===== src/logic/swcfg_pkg.sv =====
package swcfg_pkg;
   // Switch bank layout
   localparam int unsigned SW_COUNT      = 8;
   localparam int unsigned ADDR_W        = 6;
   localparam int unsigned RATE_W        = 2;
   localparam int unsigned ADDR_LSB_SW   = 0;
   localparam int unsigned RATE_LSB_SW   = 6;
   localparam int unsigned BPS_W         = 17;

   // Register byte offsets
   localparam logic [11:0] OFS_STORED    = 12'h000;
   localparam logic [11:0] OFS_STATUS    = 12'h004;
   localparam logic [11:0] OFS_BITRATE   = 12'h008;

   // Stored register fields
   localparam int unsigned STO_ADDR_LSB  = 0;
   localparam int unsigned STO_RATE_LSB  = 8;

   // Status register fields
   localparam int unsigned ST_SWADDR_LSB = 0;
   localparam int unsigned ST_SWRATE_LSB = 8;
   localparam int unsigned ST_ADDR_LSB   = 16;
   localparam int unsigned ST_RATE_LSB   = 24;
   localparam int unsigned ST_ASRC_BIT   = 28;
   localparam int unsigned ST_RSRC_BIT   = 29;
   localparam int unsigned ST_MDSEL_BIT  = 30;
   localparam int unsigned ST_VALID_BIT  = 31;

   // Reset values
   localparam logic [ADDR_W-1:0] STO_ADDR_RST = 6'h00;
   localparam logic [RATE_W-1:0] STO_RATE_RST = 2'h1;

   // Bit-rate codes and their rates in bits per second
   localparam logic [RATE_W-1:0] RATE_NV     = 2'h0;
   localparam logic [RATE_W-1:0] RATE_9K6    = 2'h1;
   localparam logic [RATE_W-1:0] RATE_38K4   = 2'h2;
   localparam logic [RATE_W-1:0] RATE_115K2  = 2'h3;
   localparam logic [BPS_W-1:0]  BPS_9K6     = 17'h02580;
   localparam logic [BPS_W-1:0]  BPS_38K4    = 17'h09600;
   localparam logic [BPS_W-1:0]  BPS_115K2   = 17'h1c200;
   localparam logic [BPS_W-1:0]  BPS_NONE    = 17'h00000;

   // Settle time after synchroniser before the snapshot
   localparam int unsigned SETTLE_NS     = 64;
   localparam int unsigned CLK_PERIOD_NS = 8;
   localparam int unsigned SETTLE_CYC    = (SETTLE_NS + CLK_PERIOD_NS - 1) / CLK_PERIOD_NS;

   typedef enum logic [1:0] {
      ST_SETTLE  = 2'h0,
      ST_CAPTURE = 2'h1,
      ST_RUN     = 2'h3
   } cfg_state_t;
endpackage


===== src/logic/serial_node_switch_config.sv =====
`timescale 1ns/1ps
// Function
// - Switches one to six form node address, switch one least significant.
// - A switch that is on reads as one, off as zero.
// - Switches seven and eight form bit-rate code, seven is bit zero.
// - Switch values affect only the multidrop port, never the point-to-point port.
// - A zero field takes the stored value instead, each field on its own.
// - Rate code one is 9.6k, two 38.4k, three 115.2k bits per second.
module serial_node_switch_config #(
   parameter int unsigned SETTLE = swcfg_pkg::SETTLE_CYC
) (
   // Clock and reset
   input  wire logic                          mclk_i,
   input  wire logic                          rst_i,
   // Switch bank, one bit per switch, switch one at bit 0
   input  wire logic [swcfg_pkg::SW_COUNT-1:0] sw_i,
   // Interface selection pin, low selects multidrop
   input  wire logic                          if_sel_n_i,
   // APB slave
   input  wire logic                          psel_i,
   input  wire logic                          penable_i,
   input  wire logic                          pwrite_i,
   input  wire logic [11:0]                   paddr_i,
   input  wire logic [31:0]                   pwdata_i,
   output logic                               pready_o,
   output logic      [31:0]                   prdata_o,
   output logic                               pslverr_o,
   // Multidrop port configuration
   output logic                               md_enable_o,
   output logic      [swcfg_pkg::ADDR_W-1:0]  md_addr_o,
   output logic      [swcfg_pkg::RATE_W-1:0]  md_rate_o,
   output logic      [swcfg_pkg::BPS_W-1:0]   md_bps_o,
   output logic                               md_valid_o
);
   localparam int unsigned AW = swcfg_pkg::ADDR_W;
   localparam int unsigned RW = swcfg_pkg::RATE_W;
   // Settle counter width; SETTLE must fit below two to the CW
   localparam int unsigned CW = 8;

   typedef struct packed {
      swcfg_pkg::cfg_state_t         state;
      logic [CW-1:0]                 cnt;
      // Switch snapshot, taken once after reset
      logic [AW-1:0]                 sw_addr;
      logic [RW-1:0]                 sw_rate;
      // Stored values, written by software
      logic [AW-1:0]                 sto_addr;
      logic [RW-1:0]                 sto_rate;
      logic [AW-1:0]                 addr;
      logic [RW-1:0]                 rate;
      logic [swcfg_pkg::BPS_W-1:0]   bps;
      logic                          addr_sto;
      logic                          rate_sto;
      logic                          md_sel;
      logic                          valid;
      logic                          pready;
      logic [31:0]                   prdata;
      logic                          pslverr;
   } cfg_reg_t;

   cfg_reg_t                          r_q;
   cfg_reg_t                          r_d;
   logic [swcfg_pkg::SW_COUNT-1:0]    sw_sync;
   logic [swcfg_pkg::SW_COUNT-1:0]    sw_on;

   // Elaboration guards refuse settings the logic cannot serve
   if (SETTLE < 1 || SETTLE >= (1 << CW)) begin : g_settle_chk
      $error("SETTLE out of range");
   end
   // Address field below rate field, both inside the bank
   if (swcfg_pkg::ADDR_LSB_SW + AW > swcfg_pkg::RATE_LSB_SW
       || swcfg_pkg::RATE_LSB_SW + RW > swcfg_pkg::SW_COUNT) begin : g_field_chk
      $error("switch fields overlap or overrun the bank");
   end
   // Status fields and bit rate must each fit one bus word
   if (swcfg_pkg::ST_RATE_LSB + RW > swcfg_pkg::ST_ASRC_BIT
       || swcfg_pkg::BPS_W > 32) begin : g_word_chk
      $error("register fields do not fit a word");
   end

   function automatic logic [swcfg_pkg::BPS_W-1:0] rate_to_bps(input logic [RW-1:0] code);
      logic [swcfg_pkg::BPS_W-1:0] v;
      v = swcfg_pkg::BPS_NONE;
      unique case (code)
         swcfg_pkg::RATE_9K6:   v = swcfg_pkg::BPS_9K6;
         swcfg_pkg::RATE_38K4:  v = swcfg_pkg::BPS_38K4;
         swcfg_pkg::RATE_115K2: v = swcfg_pkg::BPS_115K2;
         swcfg_pkg::RATE_NV:    v = swcfg_pkg::BPS_NONE;
      endcase
      return v;
   endfunction

   // Full compare, so no register answers at an alias
   function automatic logic addr_hit(input logic [11:0] a, input logic [11:0] ofs);
      return a == ofs;
   endfunction

   level_sync #(
      .WIDTH (swcfg_pkg::SW_COUNT)
   ) u_sw_sync (
      .mclk_i  (mclk_i),
      .rst_i   (rst_i),
      .async_i (sw_i),
      .sync_o  (sw_sync)
   );

   // on reads as one
   // An active-low bank would invert here
   for (genvar g = 0; g < swcfg_pkg::SW_COUNT; g++) begin : g_sense
      assign sw_on[g] = sw_sync[g];
   end

   always_comb begin
      logic [31:0] rd;
      logic        access;
      logic        hit;
      rd     = 32'h0000_0000;
      access = psel_i && penable_i;
      hit    = 1'b1;
      r_d    = r_q;

      unique case (r_q.state)
         swcfg_pkg::ST_SETTLE: begin
            // Wait out synchroniser and contact bounce
            if (r_q.cnt == CW'(SETTLE - 1)) begin
               r_d.state = swcfg_pkg::ST_CAPTURE;
            end else begin
               r_d.cnt = r_q.cnt + CW'(1);
            end
         end
         swcfg_pkg::ST_CAPTURE: begin
            // Snapshot taken once, later moves wait for reset
            // address field
            r_d.sw_addr = sw_on[swcfg_pkg::ADDR_LSB_SW +: AW];
            r_d.sw_rate = sw_on[swcfg_pkg::RATE_LSB_SW +: RW];
            r_d.state   = swcfg_pkg::ST_RUN;
         end
         swcfg_pkg::ST_RUN: begin
            r_d.valid = 1'b1;
         end
         // Illegal code restarts the settle count
         default: begin
            r_d.state = swcfg_pkg::ST_SETTLE;
            r_d.cnt   = '0;
         end
      endcase

      // Resolved every cycle so stored writes reach the port
      // independent substitution
      r_d.addr_sto = (r_q.sw_addr == '0);
      r_d.rate_sto = (r_q.sw_rate == swcfg_pkg::RATE_NV);
      r_d.addr     = r_d.addr_sto ? r_q.sto_addr : r_q.sw_addr;
      r_d.rate     = r_d.rate_sto ? r_q.sto_rate : r_q.sw_rate;
      r_d.bps      = rate_to_bps(r_d.rate);
      r_d.md_sel   = ~if_sel_n_i;

      // One wait state, then the answer
      r_d.pready  = access && !r_q.pready;
      r_d.pslverr = 1'b0;
      if (addr_hit(paddr_i, swcfg_pkg::OFS_STORED)) begin
         rd[swcfg_pkg::STO_ADDR_LSB +: AW] = r_q.sto_addr;
         rd[swcfg_pkg::STO_RATE_LSB +: RW] = r_q.sto_rate;
      end else if (addr_hit(paddr_i, swcfg_pkg::OFS_STATUS)) begin
         rd[swcfg_pkg::ST_SWADDR_LSB +: AW] = r_q.sw_addr;
         rd[swcfg_pkg::ST_SWRATE_LSB +: RW] = r_q.sw_rate;
         rd[swcfg_pkg::ST_ADDR_LSB +: AW]   = r_q.addr;
         rd[swcfg_pkg::ST_RATE_LSB +: RW]   = r_q.rate;
         rd[swcfg_pkg::ST_ASRC_BIT]         = r_q.addr_sto;
         rd[swcfg_pkg::ST_RSRC_BIT]         = r_q.rate_sto;
         rd[swcfg_pkg::ST_MDSEL_BIT]        = r_q.md_sel;
         rd[swcfg_pkg::ST_VALID_BIT]        = r_q.valid;
      end else if (addr_hit(paddr_i, swcfg_pkg::OFS_BITRATE)) begin
         rd[swcfg_pkg::BPS_W-1:0] = r_q.bps;
      end else begin
         hit = 1'b0;
      end
      // Word latched in the wait cycle so prdata_o is a flop
      if (access && !r_q.pready) begin
         r_d.prdata  = pwrite_i ? 32'h0000_0000 : rd;
         r_d.pslverr = !hit;
      end
      // Read-only words drop writes without error
      // Write lands on the edge that sees pready
      if (access && r_q.pready && pwrite_i
          && addr_hit(paddr_i, swcfg_pkg::OFS_STORED)) begin
         r_d.sto_addr = pwdata_i[swcfg_pkg::STO_ADDR_LSB +: AW];
         r_d.sto_rate = pwdata_i[swcfg_pkg::STO_RATE_LSB +: RW];
      end
   end

   always_ff @(posedge mclk_i or posedge rst_i) begin
      if (rst_i) begin
         r_q          <= '0;
         r_q.state    <= swcfg_pkg::ST_SETTLE;
         // Stored defaults let the port run before software loads them
         r_q.sto_addr <= swcfg_pkg::STO_ADDR_RST;
         r_q.sto_rate <= swcfg_pkg::STO_RATE_RST;
      end else begin
         r_q <= r_d;
      end
   end

   // switch values reach the multidrop outputs and the status register
   assign md_enable_o = r_q.md_sel;
   assign md_addr_o   = r_q.addr;
   assign md_rate_o   = r_q.rate;
   assign md_bps_o    = r_q.bps;
   assign md_valid_o  = r_q.valid;
   assign pready_o    = r_q.pready;
   assign prdata_o    = r_q.prdata;
   assign pslverr_o   = r_q.pslverr;
endmodule // serial_node_switch_config


===== src/logic/level_sync.sv =====
`timescale 1ns/1ps
module level_sync #(
   parameter int unsigned WIDTH = 8
) (
   // Clock and reset
   input  wire logic             mclk_i,
   input  wire logic             rst_i,
   // Levels
   input  wire logic [WIDTH-1:0] async_i,
   output logic      [WIDTH-1:0] sync_o
);
   typedef struct packed {
      logic [WIDTH-1:0] meta;
      logic [WIDTH-1:0] stable;
   } sync_state_t;

   sync_state_t s_q;
   sync_state_t s_d;

   if (WIDTH < 1) begin : g_width_chk
      $error("level_sync: WIDTH must be at least 1");
   end

   // First stage feeds only the second stage
   always_comb begin
      s_d        = s_q;
      s_d.meta   = async_i;
      s_d.stable = s_q.meta;
   end

   always_ff @(posedge mclk_i or posedge rst_i) begin
      if (rst_i) begin
         s_q <= '0;
      end else begin
         s_q <= s_d;
      end
   end

   assign sync_o = s_q.stable;
endmodule // level_sync


===== config.mk =====
export PLATFORM = sky130hd
export DESIGN_NAME = serial_node_switch_config
export DESIGN_NICKNAME = d
export VERILOG_FILES = /design/src/logic/swcfg_pkg.sv /design/src/logic/serial_node_switch_config.sv /design/src/logic/level_sync.sv
export SDC_FILE = /design/constraint.sdc
export NUM_CORES = 1
export LEC_CHECK = 0
export BUFFER_PORTS_ARGS = -buffer_cell sky130_fd_sc_hd__buf_4
export CAP_MARGIN = 20
export CORE_ASPECT_RATIO = 0.7
export CORE_MARGIN = 5
export CORE_UTILIZATION = 54
export DETAILED_ROUTE_END_ITERATION = 10
export GPL_ROUTABILITY_DRIVEN = 0
export HOLD_SLACK_MARGIN = 0.1
export PLACE_DENSITY = 0.84
export SETUP_SLACK_MARGIN = 0.4
export SYNTH_ARGS = -nofsm -noshare
export SYNTH_HDL_FRONTEND = slang
export SYNTH_SLANG_ARGS = --single-unit

===== constraint.sdc =====
create_clock -name mclk_i -period 4.6 [get_ports mclk_i]
set_clock_uncertainty 0.15 [all_clocks]
set_input_delay 0.69 -clock mclk_i [delete_from_list [all_inputs] [get_ports mclk_i]]
set_output_delay 0.69 -clock mclk_i [all_outputs]
set_load 0.1 [all_outputs]

==> flow_summary.ini <==
[outcome]
status = complete, no violations

[grt]
grt_pass1_wl_mm = 10.85
first_global_vias = 2142
grt_max_degree = 61
grt_use_total = 0.1677
antenna_found_initial = 0
overflow = 0

[yosys]
synth_cells = 293
yosysWarnings = 0
synth_area_leader_cell = dfrtp_1
syn_avg_cell_area_um2 = 12.56
synth_seq_area_share = 0.5852
synth_seq_cells = 86
synth-edff-count = 0
yosysUniqueCellTypes = 38
synth_most_common_cell = dfrtp_1
ys_top_cells_by_count = dfrtp_1 (85), buf_4 (57), a22o_1 (18)
synth_top_area_share = 0.5780
ys.flop_type = dfrtp_1
ys_top_cells_by_area = dfrtp_1 (58%), buf_4 (12%), a22o_1 (4.3%)
synthArstFlopShare = 1.000
syn_area_mm2 = 0.003680

[critical_path]
reg2reg_depth = 4
crit_slowest_cell = nor3_4
r2r-start = pready_o
cp.arrival_ns = 2.53
crit_path_start = pwrite_i
endpoint = prdata_o[5]
slowest_delay_ns = 0.63
reg2reg_to = prdata_o[5]
rrSetupSlack_ns = 2.25
crit_buf_inv = 1
critPathRequiredTime_ns = 4.73
crit_fanout = 17
cp.depth = 5
cp_top_family = simple AND/OR/NAND/NOR gates
crit_path_cell_trace = buf_4 > nor4bb_1 > nand4_2 > nor3_4 > a221o_1
start_kind = input pin
worstSetupPathType = in -> reg
crit_path_end_kind = register

[timing]
tns_ns = 0
rsz0062_at_grt = false
finalCritPeriodShare = 0.5230
report.final.slew_viol_count = 0
relSlewSlack = 0.5103
final-hold-violation-count = 0
worst_slew_pin_slew_ns = 0.7318
fmax_mhz = 415.6
setup_viol = 0
final.min_clock_period_ns = 2.406

[min_path]
hp-class = reg -> reg

[finish]
fillers = 536
multi_input_area_mm2 = 0.001070
diodes = 0
synthToLayoutAreaGrowth_pct = 15.61
fin_nets = 396
seq_area_mm2 = 0.002153
final_util = 0.6355
drive_gt1_frac = 0.3472

[power]
p_seq_frac = 0.497
p_leak_uw = 0.002135
power_frac_comb = 0.129
irDropWorstVdd_v = 0.0001779
power.internal_uw = 1172
p_sw_uw = 410.5
clock_power_share = 0.374
swShare = 0.2594
p_per_area_mw_per_mm2 = 372.0

[routing]
drcViolationCount = 0
drtAntennaViolNets = 0
drt_iter0_drc = 102
dr.pass1.iters = 4
wl_mm = 6.783
wire_per_inst_um = 15.74
num_vias = 2192
vias_per_cell = 5.086

[clock_network]
numCtsBuffers = 9
clkSlewWorstSetupHoldPaths_ns = 0.08
cts_sinks = 86
clkLatencyLatePin_ns = 0.34
cts_max_level = 3
cts_tree = done
cts_root_buf = clkbuf_8
cts_max_path_buffers = 2

[floorplanning]
ioPinCount = 119
die_x_um = 108.7
die_height_um = 79.07
start_util = 0.5497
dieArea_mm2 = 0.008592
rows = 25
core_mm2 = 0.006694

[place]
dp_hpwl_mm = 4.958
port_buffers = 80

[flow_run]
maxCapViolCount = 0
## flip-flops by register name, indices dropped and copies added (netlist names)
register and count:
u_sw_sync.s_d 8, md_addr_o 6, r_q 28, pslverr_o 1, md_bps_o 5, md_enable_o 1
md_rate_o 2, md_valid_o 1, u_sw_sync.sync_o 8, pready_o 1, prdata_o 25
## per-stage QoR
stage | hold slack [ns] | instance area [µm²] | power, µW | std cells | setup slack (ns)
after CTS | 0.2021 | 4217 | 1599 | 429 | 2.189
after global placement | 0.1845 | 3991 | 1000 | 415 | 1.734
after detailed placement | 0.1847 | 3991 | 1004 | 415 | 1.832
after global routing | 0.2151 | 4254 | 1647 | 431 | 2.102
after floorplan | 0.1812 | 3729 | 972.0 | 306 | 1.540
final | 0.1980 | 4254 | 1583 | 431 | 2.194
## power by group through the flow
stage	Sequential, µW	Combinational [µW]	Clock [µW]
after detailed placement	802	202	0
final	787	204	591
after global placement	801	200	0
after floorplan	808	164	0
after global routing	789	214	644
after CTS	787	202	610
## cell usage in the layout, fill, tap and decap left out, types with 3 or more instances in the layout
| cell | netlist | routed |
|---|---|---|
| and2_0 | 6 | 6 |
| clkbuf_8 | 0 | 9 |
| mux2_1 | 5 | 5 |
| ha_1 | 4 | 4 |
| a221o_1 | 6 | 6 |
| inv_1 | 11 | 10 |
| bufinv_16 | 0 | 3 |
| mux2_2 | 10 | 10 |
| buf_4 | 57 | 81 |
| a22o_1 | 18 | 18 |
| a21o_1 | 10 | 10 |
| nor2_1 | 10 | 10 |
| dfrtp_1 | 85 | 85 |
| nand2_1 | 17 | 17 |
| o21ai_0 | 12 | 12 |
| conb_1 | 1 | 14 |
## logic make-up (layout without fill, tap and decap cells)
| logic type | Yosys count | after routing | share of synthesized area |
|---|---|---|---|
| xor gates and xnor gates | 1 | 1 | 0.002381 |
| and+or+nand+nor | 51 | 51 | 0.08773 |
| AOI/OAI and AO/OA | 56 | 56 | 0.1214 |
| buffers and inverters | 77 | 108 | 0.1374 |
| other | 1 | 14 | 0.001019 |
| adders and majority gates | 4 | 4 | 0.01360 |
| DFF | 86 | 86 | 0.5852 |
| muxes | 17 | 17 | 0.05134 |
## what timing repair did
action / 4_1_cts / 5_1_grt
setup buffers: 0 / 0
endpoints found under the hold margin: 0 / 7
endpoints found under the setup margin: 0 / 0
hold buffers: 0 / 1
resized for setup: 0 / 0
## layout make-up
class	instances	area share
Sequential cell	86	0.5062
Multi-Input combinational cell	143	0.2515
Timing Repair Buffer	83	0.1518
Clock buffer	10	0.03000
Tap cell	94	0.02765
Clock inverter	4	0.02294
Inverter	11	0.01000
## worst min path at each step
stage / slack [ns] / cells after the start / to / from
floorplan: 0.18 / 0 / u_sw_sync.sync_o[0] / u_sw_sync.s_d[0]
global placement: 0.18 / 0 / u_sw_sync.sync_o[2] / u_sw_sync.s_d[2]
detailed placement: 0.18 / 0 / u_sw_sync.sync_o[2] / u_sw_sync.s_d[2]
CTS: 0.20 / 0 / u_sw_sync.sync_o[2] / u_sw_sync.s_d[2]
global route: 0.22 / 0 / u_sw_sync.sync_o[6] / u_sw_sync.s_d[6]
finish: 0.20 / 0 / u_sw_sync.sync_o[6] / u_sw_sync.s_d[6]
## layer usage
metal,wire length (µm),track usage,vias to the layer above,part of all wire
met2,3208,0.2602,87,0.47
met3,606,0.06986,9,0.089
li1,-,-,1026,-
met5,0,0,-,0
met1,2881,0.2122,1070,0.42
met4,87,0.05927,0,0.013
Note: power is estimated with default switching activity, not from simulation.
